[src/hdl/pictr_pkg.sv]
// Purpose: Shared constants and types for the phase position and current trim registers
// Assumes: Command codes are byte addresses on the management command port
// Notes: Linear-11 values are exponent in 15:11, mantissa in 10:0
package pictr_pkg;
    localparam logic [7:0] PICTR_CMD_PHASE_POS = 8'h37;
    localparam logic [7:0] PICTR_CMD_GAIN_TRIM = 8'h38;
    localparam logic [7:0] PICTR_CMD_OFFS_TRIM = 8'h39;
    localparam logic [7:0] PICTR_PHASE_ALL = 8'hFF;
    localparam logic [7:0] PICTR_PHASE_LAST = 8'h03;
    localparam int PICTR_EXP_LSB = 11;
    localparam int PICTR_GRPID_LSB = 8;
    localparam int PICTR_GSIZE_LSB = 4;
    localparam logic [3:0] PICTR_GSIZE_MIN = 4'h1;
    localparam logic [3:0] PICTR_GSIZE_MAX = 4'h4;
    // Gain of one in units of 1/64 (exponent -6)
    localparam logic [4:0] PICTR_GAIN_EXP_RST = 5'h1A;
    localparam logic [10:0] PICTR_GAIN_MAN_ONE = 11'h040;
    localparam logic [10:0] PICTR_GAIN_MAN_CAP = 11'h07F;
    localparam logic [4:0] PICTR_OFFS_EXP_RST = 5'h1C;
    localparam logic [15:0] PICTR_PHASE_RST = 16'h0010;
    localparam int PICTR_PHASE_DEG_FULL = 360;
    localparam int PICTR_CLK_HZ = 20000000;

    typedef struct packed {
        logic [3:0] unused;
        logic [3:0] group_identifier;
        logic [3:0] group_size;
        logic [3:0] position_index;
    } pictr_phase_s;

    typedef struct packed {
        logic [4:0] exponent;
        logic [10:0] mantissa;
    } pictr_lin11_s;
endpackage

[src/hdl/pictr_lin11_norm.sv]
// Purpose: Converts a linear-11 value to a signed fixed-point count at a target exponent
// Assumes: Target exponent is a parameter; result is truncated to 24 bits, lost flags left-shift overflow
// Notes: Rounds to nearest when shifting right
`timescale 1ns/1ps
`default_nettype none
module pictr_lin11_norm
    import pictr_pkg::*;
#(
    parameter int TARGET_EXP = -6
) (
    input wire pictr_lin11_s value,
    output logic signed [23:0] scaled,
    output logic lost
);
    logic signed [5:0] exp_s;
    logic signed [6:0] shift;
    logic signed [23:0] man_ext;
    logic signed [47:0] wide;
    assign exp_s = {value.exponent[4], value.exponent};
    assign shift = 7'(exp_s) - 7'(TARGET_EXP);
    assign man_ext = 24'(signed'(value.mantissa));
    always_comb begin
        wide = 48'(man_ext);
        lost = 1'b0;
        if (shift >= 0) begin
            wide = 48'(man_ext) <<< shift;
            lost = (wide > 48'sh7FFFFF) || (wide < -48'sh800000);
        end else begin
            wide = (48'(man_ext) + (48'sh1 <<< (-shift - 1))) >>> (-shift);
        end
        scaled = wide[23:0];
    end
endmodule
`default_nettype wire

[src/hdl/pictr_regs.sv]
// Purpose: Phase position, current gain trim and per-phase offset trim commands
// Assumes: Command port is a decoded word interface from the serial bus engine
// Notes: Gain and offset are held normalised; reads return linear-11 words
//
// Overview of operation
// - Phase position accepts word writes only standalone; read back as a word.
// - Phase position bits 15 to 12 are read-only and read as zero.
// - Bits 11 to 8 hold group identifier, any value zero to fifteen.
// - Bits 7 to 4 hold group size, valid one through four.
// - Bits 3 to 0 hold position index, below group size.
// - Oscillator delay is 360 over group size times position index.
// - In a multi-phase stack the phase position command refuses writes.
// - Writability comes from stack setting sampled at power-on only.
// - Sensed current is multiplied by gain trim before report; default one.
// - Trims use signed linear-11: exponent 15:11, mantissa 10:0.
// - Out-of-range trim writes are invalid, set status and alert host.
// - After restore, gain rounds to nearest 1/64, capped at 1.984.
// - Each phase holds its own offset; stack offset is their sum.
// - After restore, offset loads supported value matching last store.
// - Runtime offset writes keep full resolution within supported limits; the code rounds them to 1/16.
// - Phase selector 0 to 3 addresses that one phase's offset only.
// - Selector all splits writes evenly; reads give phase zero times count.
`timescale 1ns/1ps
`default_nettype none
module pictr_regs
    import pictr_pkg::*;
#(
    parameter int NUM_PHASES = 4,
    parameter int CLK_HZ = PICTR_CLK_HZ,
    parameter logic signed [23:0] OFFS_MIN = -24'sd1024,
    parameter logic signed [23:0] OFFS_MAX = 24'sd1023
) (
    input wire logic clk,
    input wire logic reset_n,
    input wire logic cmd_wr,
    input wire logic cmd_rd,
    input wire logic [7:0] cmd_code,
    input wire logic [15:0] cmd_wdata,
    input wire logic [7:0] phase_sel,
    input wire logic stack_config_multi,
    input wire logic nvm_restore,
    input wire pictr_lin11_s nvm_gain,
    input wire pictr_lin11_s nvm_offset,
    input wire pictr_phase_s nvm_phase_pos,
    input wire logic signed [15:0] sensed_current,
    output logic [15:0] cmd_rdata,
    output logic cmd_rvalid,
    output logic invalid_data,
    output logic refused_write,
    output logic [8:0] phase_delay_deg,
    output logic [3:0] group_identifier,
    output logic signed [23:0] reported_current,
    output logic signed [23:0] stack_offset
);
    localparam int NPW = $clog2(NUM_PHASES + 1);
    localparam logic [NPW-1:0] NPH = NPW'(NUM_PHASES);

    typedef enum logic [1:0] {
        PICTR_ST_BOOT = 2'b00,
        PICTR_ST_SAMPLE = 2'b01,
        PICTR_ST_RUN = 2'b11
    } pictr_state_e;

    pictr_state_e state_q, state_d;
    logic stack_locked_q;
    pictr_phase_s phase_q;
    logic signed [23:0] gain_q;
    logic signed [23:0] offs_q [NUM_PHASES];
    logic [15:0] rdata_q;
    logic rvalid_q, invalid_q, refused_q;
    logic [8:0] delay_q;
    logic signed [23:0] rep_q, sum_q;

    function automatic logic [8:0] pictr_delay(input pictr_phase_s p);
        logic [8:0] d;
        d = '0;
        if (p.group_size != 4'h0)
            d = 9'((PICTR_PHASE_DEG_FULL / int'(p.group_size))
                * int'(p.position_index));
        return d;
    endfunction

    function automatic pictr_lin11_s pictr_to_lin(input logic signed [23:0] v,
                                                  input logic [4:0] e);
        pictr_lin11_s r;
        r.exponent = e;
        r.mantissa = v[10:0];
        return r;
    endfunction

    // Runtime decode of written words
    pictr_phase_s wr_phase;
    pictr_lin11_s wr_lin;
    logic signed [23:0] wr_gain, wr_offs, rs_gain, rs_offs;
    logic gain_lost, offs_lost, rgain_lost, roffs_lost;
    assign wr_phase = pictr_phase_s'(cmd_wdata);
    assign wr_lin = pictr_lin11_s'(cmd_wdata);

    pictr_lin11_norm #(.TARGET_EXP(-6)) u_gain_wr (
        .value(wr_lin), .scaled(wr_gain), .lost(gain_lost));
    pictr_lin11_norm #(.TARGET_EXP(-4)) u_offs_wr (
        .value(wr_lin), .scaled(wr_offs), .lost(offs_lost));
    pictr_lin11_norm #(.TARGET_EXP(-6)) u_gain_rs (
        .value(nvm_gain), .scaled(rs_gain), .lost(rgain_lost));
    pictr_lin11_norm #(.TARGET_EXP(-4)) u_offs_rs (
        .value(nvm_offset), .scaled(rs_offs), .lost(roffs_lost));

    wire sel_all = (phase_sel == PICTR_PHASE_ALL);
    wire sel_one = (phase_sel <= PICTR_PHASE_LAST)
        && (int'(phase_sel) < NUM_PHASES);
    wire [1:0] sel_idx = phase_sel[1:0];
    wire running = (state_q == PICTR_ST_RUN);
    wire wr_pp = running && cmd_wr && (cmd_code == PICTR_CMD_PHASE_POS);
    wire wr_gn = running && cmd_wr && (cmd_code == PICTR_CMD_GAIN_TRIM);
    wire wr_of = running && cmd_wr && (cmd_code == PICTR_CMD_OFFS_TRIM);
    wire pp_ok = (wr_phase.group_size >= PICTR_GSIZE_MIN)
        && (wr_phase.group_size <= PICTR_GSIZE_MAX)
        && (wr_phase.position_index < wr_phase.group_size);
    wire gn_ok = !gain_lost && (wr_gain >= 24'sd0)
        && (wr_gain <= 24'(signed'({1'b0, PICTR_GAIN_MAN_CAP})));
    wire signed [23:0] offs_split = wr_offs / 24'(signed'({1'b0, NPH}));
    wire of_ok = !offs_lost && (wr_offs >= OFFS_MIN)
        && (wr_offs <= OFFS_MAX) && (sel_all || sel_one);
    wire pp_take = wr_pp && !stack_locked_q && pp_ok;
    wire pp_refuse = wr_pp && stack_locked_q;
    wire bad_data = (wr_pp && !stack_locked_q && !pp_ok)
        || (wr_gn && !gn_ok) || (wr_of && !of_ok);

    // Restored gain rounded to 1/64 and capped; restored offset clamped to limits
    logic signed [23:0] rs_gain_cap;
    logic signed [23:0] rs_offs_cap;
    always_comb begin
        rs_gain_cap = rs_gain;
        if (rgain_lost || rs_gain > 24'(signed'({1'b0, PICTR_GAIN_MAN_CAP})))
            rs_gain_cap = 24'(signed'({1'b0, PICTR_GAIN_MAN_CAP}));
        else if (rs_gain < 24'sd0)
            rs_gain_cap = 24'sd0;
        rs_offs_cap = rs_offs;
        if (roffs_lost || rs_offs > OFFS_MAX)
            rs_offs_cap = OFFS_MAX;
        else if (rs_offs < OFFS_MIN)
            rs_offs_cap = OFFS_MIN;
    end

    // Read mux
    logic signed [23:0] offs_rd;
    logic [15:0] rd_word;
    logic signed [23:0] offs_total;
    always_comb begin
        offs_total = '0;
        for (int i = 0; i < NUM_PHASES; i++)
            offs_total = offs_total + offs_q[i];
        offs_rd = sel_all ? 24'(offs_q[0] * 24'(signed'({1'b0, NPH})))
            : offs_q[sel_idx];
        case (cmd_code)
            PICTR_CMD_PHASE_POS: rd_word = {4'h0, phase_q[11:0]};
            PICTR_CMD_GAIN_TRIM:
                rd_word = pictr_to_lin(gain_q, PICTR_GAIN_EXP_RST);
            PICTR_CMD_OFFS_TRIM:
                rd_word = pictr_to_lin(offs_rd, PICTR_OFFS_EXP_RST);
            default: rd_word = 16'h0000;
        endcase
    end

    // Reported current with gain in 1/64 units plus offset sum, registered one cycle later
    logic signed [39:0] prod;
    assign prod = 40'(sensed_current) * 40'(gain_q);
    wire signed [23:0] rep_d = 24'(prod >>> 6) + offs_total;

    always_comb begin
        state_d = state_q;
        case (state_q)
            PICTR_ST_BOOT: state_d = PICTR_ST_SAMPLE;
            PICTR_ST_SAMPLE: state_d = PICTR_ST_RUN;
            PICTR_ST_RUN: state_d = PICTR_ST_RUN;
            default: state_d = PICTR_ST_BOOT;
        endcase
    end

    always_ff @(posedge clk or negedge reset_n) begin
        if (!reset_n) begin
            state_q <= PICTR_ST_BOOT;
            stack_locked_q <= 1'b1;
        end else begin
            state_q <= state_d;
            if (state_q == PICTR_ST_SAMPLE)
                stack_locked_q <= stack_config_multi;
        end
    end

    always_ff @(posedge clk or negedge reset_n) begin
        if (!reset_n) begin
            phase_q <= pictr_phase_s'(PICTR_PHASE_RST);
            gain_q <= 24'(signed'({1'b0, PICTR_GAIN_MAN_ONE}));
        end else if (state_q == PICTR_ST_BOOT || nvm_restore) begin
            phase_q <= {4'h0, nvm_phase_pos[11:0]};
            gain_q <= rs_gain_cap;
        end else begin
            if (pp_take)
                phase_q <= {4'h0, wr_phase[11:0]};
            if (wr_gn && gn_ok)
                gain_q <= wr_gain;
        end
    end

    always_ff @(posedge clk or negedge reset_n) begin
        if (!reset_n) begin
            for (int i = 0; i < NUM_PHASES; i++)
                offs_q[i] <= '0;
        end else if (state_q == PICTR_ST_BOOT || nvm_restore) begin
            for (int i = 0; i < NUM_PHASES; i++)
                offs_q[i] <= rs_offs_cap;
        end else if (wr_of && of_ok) begin
            for (int i = 0; i < NUM_PHASES; i++)
                if (sel_all)
                    offs_q[i] <= offs_split;
                else if (sel_idx == 2'(i))
                    offs_q[i] <= wr_offs;
        end
    end

    always_ff @(posedge clk or negedge reset_n) begin
        if (!reset_n) begin
            rdata_q <= 16'h0000;
            rvalid_q <= 1'b0;
            invalid_q <= 1'b0;
            refused_q <= 1'b0;
            delay_q <= 9'h000;
            rep_q <= '0;
            sum_q <= '0;
        end else begin
            rvalid_q <= cmd_rd && running;
            if (cmd_rd && running)
                rdata_q <= rd_word;
            invalid_q <= bad_data;
            refused_q <= pp_refuse;
            delay_q <= pictr_delay(phase_q);
            rep_q <= rep_d;
            sum_q <= offs_total;
        end
    end

    assign cmd_rdata = rdata_q;
    assign cmd_rvalid = rvalid_q;
    assign invalid_data = invalid_q;
    assign refused_write = refused_q;
    assign phase_delay_deg = delay_q;
    assign group_identifier = phase_q.group_identifier;
    assign reported_current = rep_q;
    assign stack_offset = sum_q;
endmodule
`default_nettype wire

[config.mk]
export PLATFORM = sky130hd
export DESIGN_NAME = pictr_regs
export DESIGN_NICKNAME = d
export VERILOG_FILES = /design/src/hdl/pictr_pkg.sv /design/src/hdl/pictr_lin11_norm.sv /design/src/hdl/pictr_regs.sv
export SDC_FILE = /design/constraint.sdc
export NUM_CORES = 2
export LEC_CHECK = 0
export BUFFER_PORTS_ARGS = -buffer_cell sky130_fd_sc_hd__buf_2
export CAP_MARGIN = 20
export CORE_MARGIN = 5
export CORE_UTILIZATION = 60
export DETAILED_ROUTE_END_ITERATION = 6
export PLACE_DENSITY_LB_ADDON = 0.3
export SLEW_MARGIN = 10
export SYNTH_ARGS = -nofsm -noshare
export SYNTH_HDL_FRONTEND = slang
export SYNTH_SLANG_ARGS = --single-unit
[constraint.sdc]
create_clock -name clk -period 87 [get_ports clk]
set_input_delay 17.4 -clock clk [delete_from_list [all_inputs] [get_ports clk]]
set_output_delay 17.4 -clock clk [all_outputs]
set_load 0.01 [all_outputs]
# After elaboration in Yosys (flattened, before gate mapping)
# Index checks and enable logic that the tools add are counted.
# word_totals
ff_bits	211
out_inout_bits	80
elab_cells	180
# classes
magnitude_cmp	26
addsub	25
mux	33
mul	2
eq_ne	9
div	1
shift	12
bitwise	2
n_reduce_logical	53
# op_table
cell	n
24-bit two-way mux	18
11-bit by 48-bit adder with 48-bit output	4
48-bit by 24-bit > comparator with 1-bit output, second input constant	4
48-bit by 24-bit < comparator with 1-bit output, second input constant	4
96-bit two-way mux	2
11-bit by 7-bit <<< shifter with 48-bit output	4
2-bit by 32-bit <<< shifter with 48-bit output, first input constant	4
48-bit by 7-bit >>> shifter with 24-bit output	4
6-bit negator with 32-bit output	4
32-bit by 2-bit subtractor with 32-bit output, second input constant	4
24-bit adder	4
24-bit binary-select mux with 2-bit select	1
16-bit case mux with 3 select lines	1
11-bit two-way mux	3
10-bit by 5-bit divider with 32-bit output, first input constant	1
32-bit by 5-bit multiplier with 9-bit output	1
16-bit by 24-bit multiplier with 30-bit output	1
6-bit negator with 7-bit output	4
24-bit by 1-bit adder with 24-bit output	1
8-bit by 6-bit equality test with 1-bit output, second input constant	3
24-bit by 1-bit >= comparator with 1-bit output, second input constant	1
24-bit by 11-bit >= comparator with 1-bit output, second input constant	1
6-bit by 1-bit >= comparator with 1-bit output, second input constant	4
24-bit by 11-bit > comparator with 1-bit output, second input constant	1
31 further kinds	84

# Logic depth before layout (Yosys ltp)
# depth
ltp_word	14
depth_mapped	347
ltp_nobuf	306

# Hierarchy
# Synthesis repeated with hierarchy kept, for this count alone.
# hier_totals
hier_cells	10756
area_unflattened_um2	78071.1
# modules_own_cells
mod	cells_per_inst	area_each_um2	instances	seq_area_each_um2
pictr_regs	5588	44258.7	1	5258.8
pictr_lin11_norm at u_offs_rs ...	1326	8524.4	2	0.0
pictr_lin11_norm at u_gain_rs ...	1258	8381.8	2	0.0

# Worst setup path after synthesis
# Ideal clock, no wire load.
# synth_timing
kind	flip-flop to flip-flop
start	register phase_q[4] (netlist name)
end	register delay_q[8], in the netlist phase_delay_deg[8]
slack_ns	21.317
path_stages_with_launch	328
arrival_time_ns	65.552
setup_ns	0.131
cell_sequence	dfstp_2 > inv_1 > clkbuf_1 > clkbuf_1 > clkbuf_1 > clkbuf_1 > buf_1 > ha_1 > buf_2 > buf_1 > and3_1 > clkbuf_1 > and2_1 > ha_1 > or4b_1 > a211oi_2 > ha_1 > nor3_1 > [... 292 more ...] > a2111oi_4 > a21boi_1 > ha_1 > ha_1 > inv_1 > fa_1 > inv_1 > fa_1 > a21o_1 > a21oi_1 > o21bai_1 > a21oi_1 > xnor2_1 > xnor2_1 > xnor2_1 > xnor2_1 > xnor2_1 > nor2_1
# synth_between
elab_chain_len	3
elab_cells_between_ends	4
# synth_lines
item	line_no	rtl
start: declaration	pictr_regs.sv:66	pictr_phase_s phase_q;
start signal: assignment	pictr_regs.sv:193	phase_q <= pictr_phase_s'(PICTR_PHASE_RST);
start signal: assignment	pictr_regs.sv:196	phase_q <= {4'h0, nvm_phase_pos[11:0]};
start signal: assignment	pictr_regs.sv:200	phase_q <= {4'h0, wr_phase[11:0]};
10-bit by 5-bit divider with 32-bit output	pictr_regs.sv:78	d = 9'((PICTR_PHASE_DEG_FULL / int'(p.group_size))
32-bit by 5-bit multiplier with 9-bit output	pictr_regs.sv:79	* int'(p.position_index));
9-bit two-way mux *	pictr_regs.sv:77	if (p.group_size != 4'h0)
end signal: assignment	pictr_regs.sv:237	delay_q <= pictr_delay(phase_q);
end: declaration	pictr_regs.sv:71	logic [8:0] delay_q;
# Mark *: on every way between the ends. The rest lies on a longest branch, timed or not.
# A chain may end at the register's enable or synchronous reset.

# Final worst setup path
# layout_timing
start	register phase_q[5] (netlist name)
end	register delay_q[8], in the netlist phase_delay_deg[8]
# The elaborated chain is that of the path after synthesis.

==> run summary <==
The max-capacitance violation count is 0. STA classifies the critical path startpoint as a register. The largest clock skew in the final design came out at 0.0205 ns.

The number of DRC markers after the initial detailed-route iteration is 6065. In this run the standard cell core region covers 110000 um^2. The logs give 3 for the number of buffers on the longest clock path and 32.4% for the global-route usage over all layers.

The share of final-layout standard cells stronger than drive strength 1 was 8.45%. Static timing analysis puts the maximum clock frequency at 0.0124 GHz. In the final routed layout, each cell accounts on average for 19.6 um. In this run the cell area of the synthesized design comes to 66400 um^2.

The cell depth of the worst min-delay path works out to 2. The remaining antenna violation count is 0. For this run, the slowest stage of the critical path takes 0.81 ns. Floorplan die height: 343 um. The worst reg2reg path startpoint was phase_q[5]$_DFFE_PN0P_. The mean area per synthesized cell came out at 7.58 um^2. The final critical path takes up 92.8% of the cycle. The critical path in this run is classified as reg -> reg. STA puts the critical path data required time at 87.46 ns. In the routed layout, each cell is associated on average with a via count of 6.53. The fraction of registers with async set or reset after synthesis came out at 100%. TritonCTS built the clock tree. For the post-detailed-placement half-perimeter wirelength, the log shows 158 mm. For the overflow left after global routing, the log shows 0. The pin count of the biggest net entering global routing is 100. The number of cells traversed by the worst register-to-register path works out to 285. At the end of the flow, the number of nets in the layout was 9573. The instance count of the mapped netlist was 8764; the sum of routed wire length over all layers was 200 mm.

The die covers 118000 um^2. The top cell types in the final layout, fill and taps aside, are 897 x nand2_1, 706 x nor2_1, 635 x inv_1. The floorplan has 122 rows. Summed over all failing endpoints, the final setup total negative slack is 0 ns. The worst slew margin relative to its limit is 22.2%, and the routability congestion estimate is 0.972.

The synthesized design contains 0 enable-type register cells. Total number of yosys warnings: 0. The flow ran to the end, and the final reports show no timing, DRC or antenna violations.

The clock period minus worst slack was 80.71 ns. Biggest fanout along the worst timing path: 31. The library cell used most frequently in the layout, excluding fill and tap cells, is nand2_1. Synthesis inferred 210 register bits. The flip-flop cell with the highest count after synthesis is dfrtp_1.

The tools report the first-pass GRT wire length as 323 mm. CTS placed an instance of clkbuf_16 at the clock tree root. Cell repeated most along the worst path: ha_1.

For the worst setup path, the data arrival time is 81.17 ns. The number of buffers added by the clock tree synthesis step came out at 25. The tree built by TritonCTS fans out to 210 sinks. The distinct cell type count after synthesis is 152. For this configuration, the core starts out at a cell density of 60.2%.

After synthesis, flip-flops and latches occupy 7.91% of the total area. Clock-pin slew was measured on the worst setup and hold paths at 0.06 ns. The startpoint identified for the worst hold timing path is cmd_rdata[11]$_DFFE_PN0P_. The layout overhead on the synthesized area is 4.40%. Setup violations remaining at the end of the flow were counted as 0. In this run, post-CTS hold repair placed 0 buffers.

The tools report the boundary pin count as 182. End point of the worst hold path: cmd_rdata[11]$_DFFE_PN0P_. The number of buffers inserted by port buffering came out at 177. The start point of the critical path was phase_q[5]$_DFFE_PN0P_. Setup repair after global routing left no endpoint under its margin. Cell at the slowest stage of the critical path: or4_1. The transition time of the tightest slew-check pin is 1.14 ns. The min-delay analysis places its worst path in the category reg -> reg. The tools report the depth of the CTS H-tree as 1. For the register-to-register setup slack, the log shows 6.29 ns.

For the final hold violation count, the log shows 0. The worst register-to-register path ends at phase_delay_deg[8]$_DFF_PN0_. The number of global-route vias before repair was 63912.

The number of iterations in the first detailed-routing pass was 6; the overall die width was 343 um. After detailed routing, the number of remaining DRC violations is 0. The clock reaches the later pin of the worst-skew pair after 0.60 ns. The initial antenna violation count is 6. The number of slew-limit violations in the final report came out at 0. The worst setup path is captured at a register.

The number of vias in the routed layout is 66610.
[metal layers]
metal	vias to the layer above	global-route usage, %	wire length, um
met5	-	0	12
met4	2	9.63	6150
met3	394	4.93	16300
met2	2611	54.0	92000
met1	32033	43.8	85200
li1	31570	-	-
[flip-flops by register name, indices dropped and copies added (netlist names), 2 cells and up]
name              flops
group_identifier      4
state_q               2
phase_q               8
stack_offset         24
gain_q               24
phase_delay_deg       9
cmd_rdata            15
reported_current     24
offs_q               96
[worst max-delay path by stage]
stage	slack [ns]	endpoint	depth (start not counted)
after floorplan	21.32	phase_delay_deg[8]$_DFF_PN0_	327
final	6.29	phase_delay_deg[8]$_DFF_PN0_	285
after detailed placement	7.36	phase_delay_deg[8]$_DFF_PN0_	289
after global placement	8.98	phase_delay_deg[8]$_DFF_PN0_	286
after global routing	0.19	phase_delay_deg[8]$_DFF_PN0_	292
after CTS	6.93	phase_delay_deg[8]$_DFF_PN0_	286
[layout make-up]
cell class	count	area, um^2
antenna	6	15.0
clock buffer	29	651
clock inverter	15	180
fill	9827	41000
inverter	646	2430
multi-input combinational	7552	57500
sequential	210	5260
tap	1488	1860
timing repair buffer	256	1510
[synthesized netlist by cell type, types with 105 or more instances]
library cell  instances  area share, %
nand4_1             108            1.0
mux2_2              151            2.6
dfrtp_1             207            7.8
o211ai_1            111            1.3
clkbuf_1            289            1.6
a21oi_1             611            4.6
nor3_1              206            1.6
nand2b_1            105           0.99
xor2_1              110            1.4
inv_1               638            3.6
nand2_1             897            5.1
o21bai_1            225            2.5
o21ai_0             362            2.7
a31oi_1             108            1.0
xnor2_1             442            5.8
nor2_1              709            4.0
and2_1              223            2.1
mux2i_1             585            8.8
nand3_1             204            1.5
ha_1                446            8.4
fa_1                334             10
[critical path: cells and delay by family (launching register included)]
| family | cells | cell delay, ns |
|---|---|---|
| xor gates and xnor gates | 5 | 0.71 |
| buffers and inverters | 22 | 2.77 |
| adders and majority gates | 35 | 12.06 |
| and+or+nand+nor | 113 | 33.16 |
| muxes | 12 | 4.32 |
| AOI/OAI and AO/OA | 98 | 26.80 |
| DFF | 1 | 0.56 |
[kinds of logic after synthesis]
logic type,count (synthesis),share of synthesized area (%)
muxes,782,12.8
xor gates and xnor gates,554,7.33
buffers and inverters,1069,6.29
DFF,210,7.91
AOI/OAI and AO/OA,2368,24.6
and+or+nand+nor,3000,22.6
other,1,0.00564
adders and majority gates,780,18.5
[what timing repair did]
action,in CTS,in global routing
buffers inserted,0,0
endpoints found under the setup margin,0,1
resized for setup,0,1
[metrics by stage]
stage	util, %	setup slack [ns]	instance area [um^2]	instances	hold WS (ns)
final	62.9	6.29	69400	10202	0.465
after global routing	62.8	0.186	69400	10196	0.494
after floorplan	-	21.32	66700	8831	0.475
after CTS	62.8	6.93	69300	10194	0.468
after global placement	62.1	8.98	68500	10150	0.442
after detailed placement	62.1	7.36	68500	10150	0.457
Power is not shown: default switching activity piles up to over one toggle a cycle in this logic, so the estimate is an artifact.
